## src/design/startup_seq_pkg.sv

```systemverilog
// constants and types shared by the start-up and fault sequencer
package startup_seq_pkg;

  // ==========================================================
  // clock and counter sizing
  localparam int unsigned CLK_HZ = 20_000_000;
  localparam int unsigned CYC_PER_US = CLK_HZ / 1_000_000;
  localparam int unsigned CYC_PER_MS = CLK_HZ / 1_000;
  localparam int unsigned CNT_W = 26;

  // ==========================================================
  // system sequencer timing
  localparam int unsigned WAKE_US = 150;
  localparam int unsigned WAKE_CYC = WAKE_US * CYC_PER_US;
  localparam int unsigned BOOT_US = 10;
  localparam int unsigned BOOT_CYC = BOOT_US * CYC_PER_US;
  localparam int unsigned LIGHT_LOAD_MS = 200;
  localparam int unsigned LIGHT_LOAD_CYC = LIGHT_LOAD_MS * CYC_PER_MS;
  localparam int unsigned FAULT_PAUSE_MS = 1000;
  localparam int unsigned FAULT_PAUSE_CYC = FAULT_PAUSE_MS * CYC_PER_MS;
  localparam int unsigned AVG_HIGH_MS = 2;
  localparam int unsigned AVG_HIGH_CYC = AVG_HIGH_MS * CYC_PER_MS;
  localparam int unsigned AVG_LOW_MS = 50;
  localparam int unsigned AVG_LOW_CYC = AVG_LOW_MS * CYC_PER_MS;

  // ==========================================================
  // disconnect detector timing and staircase
  localparam int unsigned IDLE_MS = 700;
  localparam int unsigned IDLE_CYC = IDLE_MS * CYC_PER_MS;
  localparam int unsigned DISCHARGE_MS = 350;
  localparam int unsigned DISCHARGE_CYC = DISCHARGE_MS * CYC_PER_MS;
  localparam int unsigned ZC_WINDOW_MS = 12;
  localparam int unsigned ZC_WINDOW_CYC = ZC_WINDOW_MS * CYC_PER_MS;
  localparam logic [1:0] TOP_STEP = 2'h3;
  localparam logic [2:0] MISS_LIMIT = 3'h4;

  // ==========================================================
  // enable vector layout and reset value
  localparam int unsigned EN_WAVE = 4;
  localparam int unsigned EN_RSUP = 3;
  localparam int unsigned EN_CLAMP = 2;
  localparam int unsigned EN_SS = 1;
  localparam int unsigned EN_FET = 0;
  localparam logic [4:0] EN_RESET = 5'h05;

  typedef enum logic [2:0] {
    ST_STARTUP, ST_FET_ON, ST_FET_OFF, ST_WAKEUP,
    ST_CHARGE_BOOT, ST_STEADY_RUN, ST_LIGHT_LOAD, ST_FAULT
  } sys_state_e;

  typedef enum logic [1:0] {DET_IDLE, DET_TEST, DET_DISCHARGE} det_state_e;

endpackage

```

## src/design/mains_disconnect_detector.sv

```systemverilog
// staircase test current, disconnect confirmation and timed discharge
module mains_disconnect_detector #(
  parameter int unsigned IDLE_CYCLES = startup_seq_pkg::IDLE_CYC,
  parameter int unsigned DISCHARGE_CYCLES = startup_seq_pkg::DISCHARGE_CYC,
  parameter int unsigned WINDOW_CYCLES = startup_seq_pkg::ZC_WINDOW_CYC
) (
  input wire logic mclk,
  input wire logic reset,
  input wire logic mains_zero_cross_seen,
  output logic test_current_on,
  output logic [1:0] test_current_step,
  output logic filter_cap_discharge_request
);
  import startup_seq_pkg::*;

  det_state_e state_q, state_d;
  logic [CNT_W-1:0] cnt_q, cnt_d;
  logic [1:0] step_q, step_d;
  logic [2:0] miss_q, miss_d;

  // ==========================================================
  // decode of counter end points
  wire idle_done = cnt_q == CNT_W'(IDLE_CYCLES - 1);
  wire win_done = cnt_q == CNT_W'(WINDOW_CYCLES - 1);
  wire dis_done = cnt_q == CNT_W'(DISCHARGE_CYCLES - 1);
  wire at_top = step_q == TOP_STEP;

  // next state of the detector
  always_comb begin
    state_d = state_q;
    cnt_d = cnt_q + CNT_W'(1);
    step_d = step_q;
    miss_d = miss_q;
    unique case (state_q)
      DET_IDLE: if (idle_done) begin // [RL1]
        state_d = DET_TEST;
        cnt_d = '0;
        step_d = 2'h0;
        miss_d = 3'h0;
      end
      DET_TEST: if (mains_zero_cross_seen) begin // [RL3]
        state_d = DET_IDLE;
        cnt_d = '0;
      end else if (win_done) begin
        cnt_d = '0;
        if (!at_top) begin
          step_d = step_q + 2'h1;
        end else if (miss_q == MISS_LIMIT - 3'h1) begin // [RL2]
          state_d = DET_DISCHARGE;
        end else begin
          miss_d = miss_q + 3'h1;
        end
      end
      DET_DISCHARGE: if (dis_done) begin // [RL4]
        state_d = DET_IDLE;
        cnt_d = '0;
      end
      default: begin
        state_d = DET_IDLE;
        cnt_d = '0;
      end
    endcase
  end

  // detector state registers, running in every system state
  always_ff @(posedge mclk) begin // [RL5] [RL21]
    if (reset) begin
      state_q <= DET_IDLE;
      cnt_q <= '0;
      step_q <= 2'h0;
      miss_q <= 3'h0;
    end else begin
      state_q <= state_d;
      cnt_q <= cnt_d;
      step_q <= step_d;
      miss_q <= miss_d;
    end
  end

  assign test_current_on = state_q == DET_TEST;
  assign test_current_step = step_q;
  assign filter_cap_discharge_request = state_q == DET_DISCHARGE;
endmodule

```

## src/design/startup_fault_sequencer_xcap.sv

```systemverilog
// system state and fault sequencer with mains disconnect discharge
// Behaviour
// [RL1] test staircase every 700 ms idle
// [RL2] four misses at top step confirm disconnect
// [RL3] any zero crossing stops test, back idle
// [RL4] discharge current held for 350 ms
// [RL5] disconnect detection runs in every state
// [RL6] discharge turns fet on, current to ground
// [RL7] latched: open supply switch, discharge, reclose
// [RL8] soft start from boot end to crossing
// [RL9] after soft start, analog supply, burst threshold
// [RL10] zcs operation pulls shared pin down
// [RL11] burst threshold tracks bulk voltage
// [RL12] fet charges supply until start threshold
// [RL13] boot charge holds bottom drive high
// [RL14] fault stops switching, permanent or paused
// [RL15] average current faults qualified 2/50 ms
// [RL16] start threshold differs by bias mode
// [RL17] separate discharge output from enables
// [RL18] fault state drops enables, waits 1 s
// [RL19] light load below burst over 200ms faults
// [RL20] wake-up state lasts 150 us
// [RL21] timers count clock, reset clears all
module startup_fault_sequencer_xcap #(
  parameter int unsigned IDLE_CYCLES = startup_seq_pkg::IDLE_CYC,
  parameter int unsigned DISCHARGE_CYCLES = startup_seq_pkg::DISCHARGE_CYC,
  parameter int unsigned WINDOW_CYCLES = startup_seq_pkg::ZC_WINDOW_CYC,
  parameter int unsigned AVG_HIGH_CYCLES = startup_seq_pkg::AVG_HIGH_CYC,
  parameter int unsigned AVG_LOW_CYCLES = startup_seq_pkg::AVG_LOW_CYC,
  parameter int unsigned LIGHT_LOAD_CYCLES = startup_seq_pkg::LIGHT_LOAD_CYC,
  parameter int unsigned FAULT_PAUSE_CYCLES = startup_seq_pkg::FAULT_PAUSE_CYC
) (
  input wire logic mclk,
  input wire logic reset,
  input wire logic system_ready,
  input wire logic supply_above_start_selfbias,
  input wire logic supply_above_start_extbias,
  input wire logic external_bias_mode,
  input wire logic supply_below_restart,
  input wire logic bulk_above_start,
  input wire logic bulk_below_stop,
  input wire logic bulk_overvoltage_fault,
  input wire logic regulated_supply_undervoltage,
  input wire logic over_temperature_fault,
  input wire logic output_overvoltage_fault,
  input wire logic peak_current_fault,
  input wire logic avg_current_fault_high,
  input wire logic avg_current_fault_low,
  input wire logic feedback_below_burst_level,
  input wire logic feedback_copy_below_softstart,
  input wire logic zero_current_switching_region,
  input wire logic mains_zero_cross_seen,
  input wire logic supply_regulation_latched,
  input wire logic fault_stops_permanently,
  output logic waveform_generator_enable,
  output logic regulated_supply_enable,
  output logic supply_clamp_enable,
  output logic soft_start_enable,
  output logic startup_fet_on,
  output logic filter_cap_discharge_request,
  output logic filter_cap_discharge_current,
  output logic fet_supply_switch_closed,
  output logic bottom_switch_drive,
  output logic shared_pin_pulldown,
  output logic soft_start_done,
  output logic feedback_uses_internal_analog_supply,
  output logic burst_threshold_tracks_bulk,
  output logic xcap_test_current_on,
  output logic [1:0] xcap_test_current_step,
  output logic system_in_fault
);
  import startup_seq_pkg::*;

  sys_state_e state_q, state_d;
  logic [CNT_W-1:0] seq_cnt_q, seq_cnt_d;
  logic [CNT_W-1:0] avg_high_cnt_q, avg_low_cnt_q;
  logic [4:0] en_q;
  logic boot_drive_q;
  logic ss_done_q, ss_done_d;
  logic zcs_pull_q;
  logic dis_cur_q, dis_cur_d;
  logic sw_open_q, sw_open_d;
  logic dis_req;

  // ==========================================================
  // enables for each system state
  function automatic logic [4:0] state_enables(input sys_state_e s);
    logic [4:0] e;
    e = 5'h00;
    unique case (s)
      ST_STARTUP: e = EN_RESET;
      ST_FET_ON: e[EN_FET] = 1'b1;
      ST_FET_OFF, ST_WAKEUP, ST_CHARGE_BOOT: e[EN_RSUP] = 1'b1;
      ST_STEADY_RUN, ST_LIGHT_LOAD: begin
        e[EN_WAVE] = 1'b1;
        e[EN_RSUP] = 1'b1;
        e[EN_SS] = 1'b1;
      end
      ST_FAULT: e = 5'h00; // [RL18]
    endcase
    return e;
  endfunction

  // ==========================================================
  // input qualification
  // start threshold picked by bias mode
  wire supply_above_switch_start = external_bias_mode ? // [RL16]
    supply_above_start_extbias : supply_above_start_selfbias;
  wire bulk_ok = bulk_above_start && !bulk_below_stop &&
    !bulk_overvoltage_fault && !regulated_supply_undervoltage;

  // average current faults must persist before they count
  wire avg_high_timeout = avg_current_fault_high && // [RL15]
    avg_high_cnt_q >= CNT_W'(AVG_HIGH_CYCLES - 1);
  wire avg_low_timeout = avg_current_fault_low && // [RL15]
    avg_low_cnt_q >= CNT_W'(AVG_LOW_CYCLES - 1);

  // faults that end a running or waking system
  wire run_fault = over_temperature_fault || bulk_overvoltage_fault ||
    bulk_below_stop || output_overvoltage_fault || peak_current_fault ||
    avg_high_timeout || avg_low_timeout || regulated_supply_undervoltage;
  wire early_fault = over_temperature_fault || bulk_overvoltage_fault;

  // timer end points on the shared sequence counter
  wire wake_done = seq_cnt_q == CNT_W'(WAKE_CYC - 1);
  wire boot_done = seq_cnt_q == CNT_W'(BOOT_CYC - 1);
  wire light_timeout = seq_cnt_q == CNT_W'(LIGHT_LOAD_CYCLES - 1);
  wire pause_done = seq_cnt_q == CNT_W'(FAULT_PAUSE_CYCLES - 1);

  // ==========================================================
  // system state machine
  always_comb begin
    state_d = state_q;
    unique case (state_q)
      ST_STARTUP: begin
        if (over_temperature_fault) state_d = ST_FAULT;
        else if (system_ready) state_d = ST_FET_ON;
      end
      ST_FET_ON: begin
        if (early_fault) state_d = ST_FAULT;
        else if (supply_above_switch_start && !supply_below_restart) begin
          state_d = ST_FET_OFF; // [RL12]
        end
      end
      ST_FET_OFF: begin
        if (early_fault) state_d = ST_FAULT;
        else if (supply_below_restart) state_d = ST_FET_ON;
        else if (bulk_ok) state_d = ST_WAKEUP;
      end
      ST_WAKEUP: begin
        if (run_fault) state_d = ST_FAULT;
        else if (supply_below_restart) state_d = ST_FET_ON;
        else if (wake_done && bulk_ok && !feedback_below_burst_level) begin
          state_d = ST_CHARGE_BOOT; // [RL20]
        end
      end
      ST_CHARGE_BOOT: begin
        if (run_fault) state_d = ST_FAULT;
        else if (supply_below_restart) state_d = ST_FET_ON;
        else if (boot_done) state_d = ST_STEADY_RUN; // [RL13]
      end
      ST_STEADY_RUN: begin
        if (run_fault) state_d = ST_FAULT;
        else if (supply_below_restart) state_d = ST_FET_ON;
        else if (ss_done_q && feedback_below_burst_level) state_d = ST_LIGHT_LOAD;
      end
      ST_LIGHT_LOAD: begin
        if (run_fault || light_timeout) state_d = ST_FAULT; // [RL19]
        else if (supply_below_restart) state_d = ST_FET_ON;
        else if (!feedback_below_burst_level) state_d = ST_STEADY_RUN;
      end
      ST_FAULT: begin
        // pause then restart, or hold until power-on reset
        if (!fault_stops_permanently && pause_done) state_d = ST_FET_ON; // [RL14] [RL18]
      end
    endcase
  end

  // sequence counter restarts on every state change, saturates otherwise
  assign seq_cnt_d = (state_d != state_q) ? '0 :
    (&seq_cnt_q) ? seq_cnt_q : seq_cnt_q + CNT_W'(1); // [RL21]

  always_ff @(posedge mclk) begin
    if (reset) begin
      state_q <= ST_STARTUP;
      seq_cnt_q <= '0;
    end else begin
      state_q <= state_d;
      seq_cnt_q <= seq_cnt_d;
    end
  end

  // consecutive-assertion counters for the average current faults
  always_ff @(posedge mclk) begin // [RL15]
    if (reset) begin
      avg_high_cnt_q <= '0;
      avg_low_cnt_q <= '0;
    end else begin
      avg_high_cnt_q <= !avg_current_fault_high ? '0 :
        (&avg_high_cnt_q) ? avg_high_cnt_q : avg_high_cnt_q + CNT_W'(1);
      avg_low_cnt_q <= !avg_current_fault_low ? '0 :
        (&avg_low_cnt_q) ? avg_low_cnt_q : avg_low_cnt_q + CNT_W'(1);
    end
  end

  // ==========================================================
  // soft start and shared pin
  // done once the feedback copy drops under the ramp
  assign ss_done_d = (state_d == ST_STEADY_RUN || state_d == ST_LIGHT_LOAD) &&
    (ss_done_q || (state_q == ST_STEADY_RUN && feedback_copy_below_softstart)); // [RL8]

  // registered outputs follow the next state, except the shared pin pulldown, which follows the zcs input
  always_ff @(posedge mclk) begin
    if (reset) begin
      en_q <= EN_RESET;
      boot_drive_q <= 1'b0;
      ss_done_q <= 1'b0;
      zcs_pull_q <= 1'b0;
    end else begin
      en_q <= state_enables(state_d);
      boot_drive_q <= state_d == ST_CHARGE_BOOT; // [RL13]
      ss_done_q <= ss_done_d;
      zcs_pull_q <= zero_current_switching_region; // [RL10]
    end
  end

  assign waveform_generator_enable = en_q[EN_WAVE];
  assign regulated_supply_enable = en_q[EN_RSUP];
  assign supply_clamp_enable = en_q[EN_CLAMP];
  assign soft_start_enable = en_q[EN_SS];
  assign bottom_switch_drive = boot_drive_q;
  assign shared_pin_pulldown = zcs_pull_q;
  assign soft_start_done = ss_done_q;
  // swap ramp for analog supply and reuse pin for burst level
  assign feedback_uses_internal_analog_supply = ss_done_q; // [RL9]
  assign burst_threshold_tracks_bulk = ss_done_q; // [RL9] [RL11]
  assign system_in_fault = state_q == ST_FAULT;

  // ==========================================================
  // mains disconnect detection and discharge path
  mains_disconnect_detector #(
    .IDLE_CYCLES(IDLE_CYCLES),
    .DISCHARGE_CYCLES(DISCHARGE_CYCLES),
    .WINDOW_CYCLES(WINDOW_CYCLES)
  ) u_detector (
    .mclk(mclk),
    .reset(reset),
    .mains_zero_cross_seen(mains_zero_cross_seen),
    .test_current_on(xcap_test_current_on),
    .test_current_step(xcap_test_current_step),
    .filter_cap_discharge_request(dis_req)
  );

  // latched supply: open switch first, reclose after current stops
  assign sw_open_d = (dis_req && supply_regulation_latched) || (dis_cur_q && sw_open_q); // [RL7]
  assign dis_cur_d = dis_req && (!supply_regulation_latched || sw_open_q); // [RL7]

  always_ff @(posedge mclk) begin
    if (reset) begin
      dis_cur_q <= 1'b0;
      sw_open_q <= 1'b0;
    end else begin
      dis_cur_q <= dis_cur_d;
      sw_open_q <= sw_open_d;
    end
  end

  assign filter_cap_discharge_request = dis_req; // [RL17]
  assign filter_cap_discharge_current = dis_cur_q; // current sinks to ground [RL6]
  assign startup_fet_on = en_q[EN_FET] || dis_cur_q; // [RL6]
  assign fet_supply_switch_closed = !sw_open_q;
endmodule

```

## config.mk

```make
export PLATFORM = sky130hd
export DESIGN_NAME = startup_fault_sequencer_xcap
export DESIGN_NICKNAME = d
export VERILOG_FILES = /design/src/design/startup_seq_pkg.sv /design/src/design/mains_disconnect_detector.sv /design/src/design/startup_fault_sequencer_xcap.sv
export SDC_FILE = /design/constraint.sdc
export NUM_CORES = 1
export LEC_CHECK = 0
export BUFFER_PORTS_ARGS = -buffer_cell sky130_fd_sc_hd__buf_2
export CORE_MARGIN = 8
export CORE_UTILIZATION = 30
export CTS_CLUSTER_DIAMETER = 50
export DETAILED_ROUTE_END_ITERATION = 12
export GPL_ROUTABILITY_DRIVEN = 1
export GPL_TIMING_DRIVEN = 0
export PLACE_DENSITY = 0.42
export SKIP_CTS_REPAIR_TIMING = 1
export SYNTH_ARGS = -nofsm -noshare
export SYNTH_HDL_FRONTEND = slang
export SYNTH_SLANG_ARGS = --single-unit
```

## constraint.sdc

```tcl
create_clock -name mclk -period 2.9 [get_ports mclk]
set_input_delay 0.435 -clock mclk [delete_from_list [all_inputs] [get_ports mclk]]
set_output_delay 0.435 -clock mclk [all_outputs]
set_load 0.02 [all_outputs]
```

# After elaboration in Yosys (flattened, before gate mapping)
# Index checks and enable logic that the tools add are counted.
word_totals:
  wordCells: 160
  mem_count: 0
  ff_bits: 124
  ram_bits: 0
  latch_bits: 0
  inputBits: 22
  mem_bits_ro: 0
op_classes:
  addsub: 6
  shift: 0
  n_lt_le_gt_ge: 2
  eq_ne: 35
  multipliers: 0
  div: 0
  bitwise_logic: 2
  muxes: 49
  n_reduce_logical: 52
op_table:
  columns: ["cell", "n"]
  rows:
  - ["$add A26 B1 Y26 const B", 4]
  - ["$mux W26", 4]
  - ["$pmux W26 S3", 1]
  - ["$reduce_and A26 Y1", 3]
  - ["$mux W3", 25]
  - ["$eq A26 B12 Y1 const B", 1]
  - ["$eq A26 B18 Y1 const B", 1]
  - ["$eq A26 B22 Y1 const B", 1]
  - ["$eq A26 B23 Y1 const B", 1]
  - ["$eq A26 B24 Y1 const B", 1]
  - ["$eq A26 B25 Y1 const B", 1]
  - ["$eq A26 B8 Y1 const B", 1]
  - ["$ge A26 B16 Y1 const B", 1]
  - ["$ge A26 B20 Y1 const B", 1]
  - ["$pmux W3 S8", 1]
  - ["$eq A3 B3 Y1 const B", 7]
  - ["$mux W2", 10]
  - ["$eq A3 B2 Y1 const B", 5]
  - ["$logic_and A1 B1 Y1", 15]
  - ["$logic_or A1 B1 Y1", 13]
  - ["$reduce_and A5 Y1", 2]
  - ["$reduce_or A2 Y1", 5]
  - ["$ne A3 B2 Y1 const B", 3]
  - ["$logic_not A1 Y1", 8]
  - ["18 further kinds", 31]

# Logic depth before layout (Yosys ltp)
logic_depth:
  ltp_word: 13
  ltp_mapped: 11

# By module
# A second synthesis with hierarchy kept.
hier_totals:
  cells_unflattened: 761
  area_unflattened_um2: 6276.0
modules_own_cells:
  columns: ["mod", "seq_area_each_um2", "cells_per_inst", "area_each_um2", "n_inst"]
  rows:
  - ["startup_fault_sequencer_xcap", 1801.7, 556, 4575.6, 1]
  - ["mains_disconnect_detector", 660.6, 205, 1700.4, 1]

# Worst setup path after synthesis
# Ideal clock, no wire load.
synth_timing:
  path_kind: "reg-to-reg"
  startpoint: "register avg_low_cnt_q[25]"
  endpoint: "register seq_cnt_q[10]"
  synth_period_minus_slack_ns: 2.653
  required_time_ns: 2.827
  setup_slack_ns: 0.247
  t_arrival_ns: 2.581
  stages_incl_launch_ff: 10
  setup_ns: 0.073
  cell_sequence: "dfxtp_1 or4_4 a2111oi_4 o21ai_2 a211oi_4 o211ai_2 a311oi_2 o211ai_4 buf_6 nor3_2"
synth_via:
  elab_chain_len: 9
  word_cells_on_any_way: 12
  cone_classes: "order compare: 1; eq/ne: 1; mux: 5; reduce/logical: 5"
synth_lines:
  columns: ["item", "line", "source"]
  rows:
  - ["start: declaration", "startup_fault_sequencer_xcap.sv:76", "logic [CNT_W-1:0] avg_high_cnt_q, avg_low_cnt_q;"]
  - ["start signal: assignment", "startup_fault_sequencer_xcap.sv:201", "avg_low_cnt_q <= !avg_current_fault_low ? '0 :"]
  - ["$ge A26 B20 Y1 *", "startup_fault_sequencer_xcap.sv:116", "avg_low_cnt_q >= CNT_W'(AVG_LOW_CYCLES - 1);"]
  - ["$logic_and A1 B1 Y1 *", "startup_fault_sequencer_xcap.sv:115", "wire avg_low_timeout = avg_current_fault_low &&"]
  - ["$logic_or A1 B1 Y1 * (2 in series)", "startup_fault_sequencer_xcap.sv:121", "avg_high_timeout || avg_low_timeout || regulated_supply_undervoltage;"]
  - ["$logic_or A1 B1 Y1", "startup_fault_sequencer_xcap.sv:168", "if (run_fault || light_timeout) state_d = ST_FAULT;"]
  - ["$mux W3", "startup_fault_sequencer_xcap.sv:168", null]
  - ["$pmux W3 S8 *", "startup_fault_sequencer_xcap.sv:134", "unique case (state_q)"]
  - ["$ne A3 B3 Y1 *", "startup_fault_sequencer_xcap.sv:180", "assign seq_cnt_d = (state_d != state_q) ? '0 :"]
  - ["$reduce_or A2 Y1 (no line) *", null, null]
  - ["end signal: assignment", "startup_fault_sequencer_xcap.sv:189", "seq_cnt_q <= seq_cnt_d;"]
  - ["end: declaration", "startup_fault_sequencer_xcap.sv:75", "logic [CNT_W-1:0] seq_cnt_q, seq_cnt_d;"]
# Mark *: on every way between the ends. The rest lies on a longest branch, timed or not.
# A chain may end at the register's enable or synchronous reset.

# Final worst setup path
layout_timing:
  startpoint: "register avg_high_cnt_q[6]"
  endpoint: "register seq_cnt_q[11]"
layout_via:
  elab_chain_len: 10
  word_cells_on_any_way: 13
  cone_classes: "order compare: 1; eq/ne: 1; mux: 5; reduce/logical: 6"
layout_lines:
  columns: ["item", "line", "source"]
  rows:
  - ["start: declaration", "startup_fault_sequencer_xcap.sv:76", null]
  - ["start signal: assignment", "startup_fault_sequencer_xcap.sv:199", "avg_high_cnt_q <= !avg_current_fault_high ? '0 :"]
  - ["$ge A26 B16 Y1 *", "startup_fault_sequencer_xcap.sv:114", "avg_high_cnt_q >= CNT_W'(AVG_HIGH_CYCLES - 1);"]
  - ["$logic_and A1 B1 Y1 *", "startup_fault_sequencer_xcap.sv:113", "wire avg_high_timeout = avg_current_fault_high &&"]
  - ["$logic_or A1 B1 Y1 *", "startup_fault_sequencer_xcap.sv:120", "bulk_below_stop || output_overvoltage_fault || peak_current_fault ||"]
  - ["$logic_or A1 B1 Y1 * (2 in series)", "startup_fault_sequencer_xcap.sv:121", null]
  - ["$logic_or A1 B1 Y1", "startup_fault_sequencer_xcap.sv:168", null]
  - ["$mux W3", "startup_fault_sequencer_xcap.sv:168", null]
  - ["$pmux W3 S8 *", "startup_fault_sequencer_xcap.sv:134", null]
  - ["$ne A3 B3 Y1 *", "startup_fault_sequencer_xcap.sv:180", null]
  - ["$reduce_or A2 Y1 (no line) *", null, null]
# Marks and branches as above.

==> flow_summary.json <==
{
  "grt_util_met2_pct": 19.9,
  "synthesis.area_sq_mm": 0.00644,
  "hold_path_end": "shared_pin_pulldown",
  "place_area_sq_mm": 0.00697,
  "antenna_found_initial": 0,
  "relSlewSlack_pct": 55.1,
  "dpl.hpwl_mm": 11.9,
  "worstSetupEndpointType": "register",
  "holdPathStages": 2,
  "cts_buffers": 17,
  "clock_latency_ns": 0.42,
  "cp.required_ns": 3.24,
  "fin_area_sq_mm": 0.00778,
  "synth_area_leader_cell": "dfxtp_1",
  "io_pins": 39,
  "synth_compound_area_share_pct": 8.70,
  "netlist.area_leader.share_pct": 38.2,
  "start_util_pct": 30.6,
  "grt-ovfl-total": 0,
  "first_pass_iters": 4,
  "syn_inst": 764,
  "power_frac_comb_pct": 14.0,
  "p_sw_w": 0.00125,
  "grt_pass1_wl_mm": 27.2,
  "crit_type": "reg2reg",
  "synth_top_family_by_area": "simple AND/OR/NAND/NOR gates",
  "power.leakage_nw": 2.73,
  "grt_use_met3_pct": 3.11,
  "hp-start": "zero_current_switching_region",
  "switching_share_pct": 26.2,
  "yosys_most_used_dff": "dfxtp_1",
  "ys_async_sr_fraction_pct": 0,
  "muxShareOfSynthArea_pct": 1.57,
  "vias": 5537,
  "p_int_w": 0.00352,
  "pwr_density_cell_mw_per_mm2": 612,
  "regToRegSetupSlack_ns": 0.14,
  "ys_seq_area_share_pct": 38.2,
  "max-vdd-ir-drop_mv": 0.404,
  "gp_congestion": 0.816,
  "fmax_ghz": 0.363,
  "grt_max_degree": 17,
  "drt_iter0_markers": 326,
  "synth_area_leaders": "dfxtp_1 38%, nor2_1 7.5%, xor2_1 7.1%, xnor2_1 5.2%, nand3_1 3.2%",
  "hold_viol": 0,
  "die_h_microns": 163,
  "worst_r2r_startpoint": "avg_high_cnt_q[6]",
  "outcome": "complete, no violations",
  "core.rowCount": 53,
  "ys_seq_elements": 123,
  "synth_fa_ha_area_share_pct": 1.36,
  "worst_pin_slew_ns": 0.674,
  "hold_ws_ns": 0.233,
  "clkSlewWorstSetupHoldPaths_ns": 0.06,
  "dieArea_sq_mm": 0.0264,
  "htreeDepth": 4,
  "die_w_microns": 163,
  "area_growth_pct": 20.8,
  "power_w": 0.00476,
  "vias_per_cell": 4.96,
  "ys_types": 69,
  "period_needed_ns": 2.76,
  "drc": 0,
  "finalMaxSlewViolations": 0,
  "ant_nets": 0,
  "drv_cap": 0,
  "cts_tree": "built",
  "cts.sinks": 123,
  "start_kind": "register",
  "root_buffer": "clkbuf_16",
  "critPathMaxFanout": 10,
  "ys_warn_count": 0,
  "portBuffers": 37,
  "grtUsageMet1_pct": 16.7,
  "routed_wl_mm": 16.3,
  "layout_worst_path_cycle_share_pct": 95.0,
  "rr_worst_depth": 11,
  "synth_nets": 793,
  "cts_buffer_depth": 2,
  "final_nets": 857,
  "cp.arrival_ns": 3.10,
  "finalClockSkew_ns": 0.00942,
  "synth_edf_count": 0,
  "grt_pass1_vias": 5309,
  "post_drt_wl_per_cell_microns": 14.6,
  "r2r_end": "seq_cnt_q[11]",
  "synth_area_per_cell_sq_um": 8.43,
  "synth-xor-area-share_pct": 12.2,
  "finalSetupViolCount": 0,
  "grt-busiest-layer": "met2",
  "drive_gt1_share_pct": 16.2,
  "core_sq_mm": 0.0210,
  "synthSimpleGateAreaFrac_pct": 34.4,
  "seqPwrFrac_pct": 36.9,
  "gr-usage-all-layers_pct": 12.7,
  "hp-class": "in2reg",
  "clkPwrFrac_pct": 49.1
}
==> per-stage QoR <==
step           setup slack, ns  TNS, ns  util (%)  instances
2_1_floorplan            0.247        0         -        764
3_3_place_gp            -0.129    -3.45      33.2       1076
3_5_place_dp            -0.139    -4.40      33.2       1076
4_1_cts                 -0.169    -5.30      36.2       1107
5_1_grt               -0.00749  -0.0247      37.0       1115
6_report                 0.145        0      37.0       1116
==> flip-flops by register name, summed over array words and instances (netlist names), 2 cells and up <==
register and cells:
u_detector.cnt_q 26, en_q 4, u_detector.state_q 2, u_detector.test_current_step 2, avg_low_cnt_q 26, u_detector.miss_q 3
avg_high_cnt_q 26, seq_cnt_q 26, state_q 3
==> area by class of cell <==
cell class / instances / area, sq um
clock inverter: 11 / 194
sequential: 123 / 2470
inverter: 20 / 75.1
tap: 275 / 344
buffer: 27 / 161
antenna: 1 / 2.50
fill: 2142 / 13200
clock buffer: 20 / 447
multi-input combinational: 593 / 3830
timing repair buffer: 46 / 256
==> critical path: stages, from the launching register on <==
cell	delay, ns
dfxtp_4	0.36
or4_4	0.55
a211oi_2	0.19
o211ai_1	0.20
a211oi_4	0.32
buf_4	0.17
o21ai_1	0.07
nand4b_1	0.18
o211a_1	0.15
buf_6	0.14
buf_8	0.15
nor3_2	0.18
==> power groups by stage <==
stage                     combinational (W)  sequential [W]  clock (W)
final                              0.000667         0.00176    0.00234
after global routing               0.000728         0.00176    0.00250
after CTS                          0.000631         0.00176    0.00241
after detailed placement           0.000629         0.00179          0
after global placement             0.000625         0.00179          0
after floorplan                    0.000451         0.00180          0
==> per-layer routing <==
metal	vias to the layer above	wire length, microns
met1	2592	8050
met4	0	187
met5	-	0
met2	85	7430
met3	16	604
li1	2844	-
==> worst max path at each step <==
stage	from	end	slack, ns	cells past startpoint
2_1_floorplan	avg_low_cnt_q[25]	seq_cnt_q[10]	0.25	9
3_3_place_gp	u_detector.cnt_q[0]	u_detector.cnt_q[25]	-0.13	10
3_5_place_dp	u_detector.cnt_q[0]	u_detector.cnt_q[25]	-0.14	10
4_1_cts	u_detector.cnt_q[0]	u_detector.cnt_q[25]	-0.17	10
5_1_grt	avg_high_cnt_q[6]	seq_cnt_q[9]	-0.007	10
6_report	avg_high_cnt_q[6]	seq_cnt_q[11]	0.14	11
==> synth_stat cells (17+ instances only) <==
cell type and count:
nor3_1 24, nor4_1 17, nand4_1 32, xnor2_1 38, nand3_1 41, xor2_1 52
inv_1 19, clkbuf_1 17, nand2_1 53, and3_1 20, nor2_1 128, nor3_2 20
a21oi_1 17, dfxtp_1 123
==> cell families after synthesis <==
| group | Yosys count |
|---|---|
| xor gates and xnor gates | 90 |
| adders and majority gates | 7 |
| AOI/OAI and AO/OA | 74 |
| DFF | 123 |
| muxes | 10 |
| and+or+nand+nor | 412 |
| buffers and inverters | 48 |
==> placed cells by master (no fill, tap or decap), types with 5 or more instances in the layout <==
cell type and instances:
xor2_1 52, inv_1 19, and3_1 20, mux2i_1 9, o21ai_0 16, dfxtp_1 120
clkbuf_1 15, nand3_1 41, bufinv_16 5, buf_2 37, nor4bb_1 5, nand2_1 53
nor4_1 15, ha_1 6, nor3_1 24, nand2b_1 10, a21oi_1 17, nor2b_1 10
nor2_1 128, a31oi_1 5, xnor2_1 38, nor3_2 19, clkbuf_16 17, buf_4 11
nand4_1 32, and2_1 8, and4_1 15
Power figures use the tool's default switching activity.
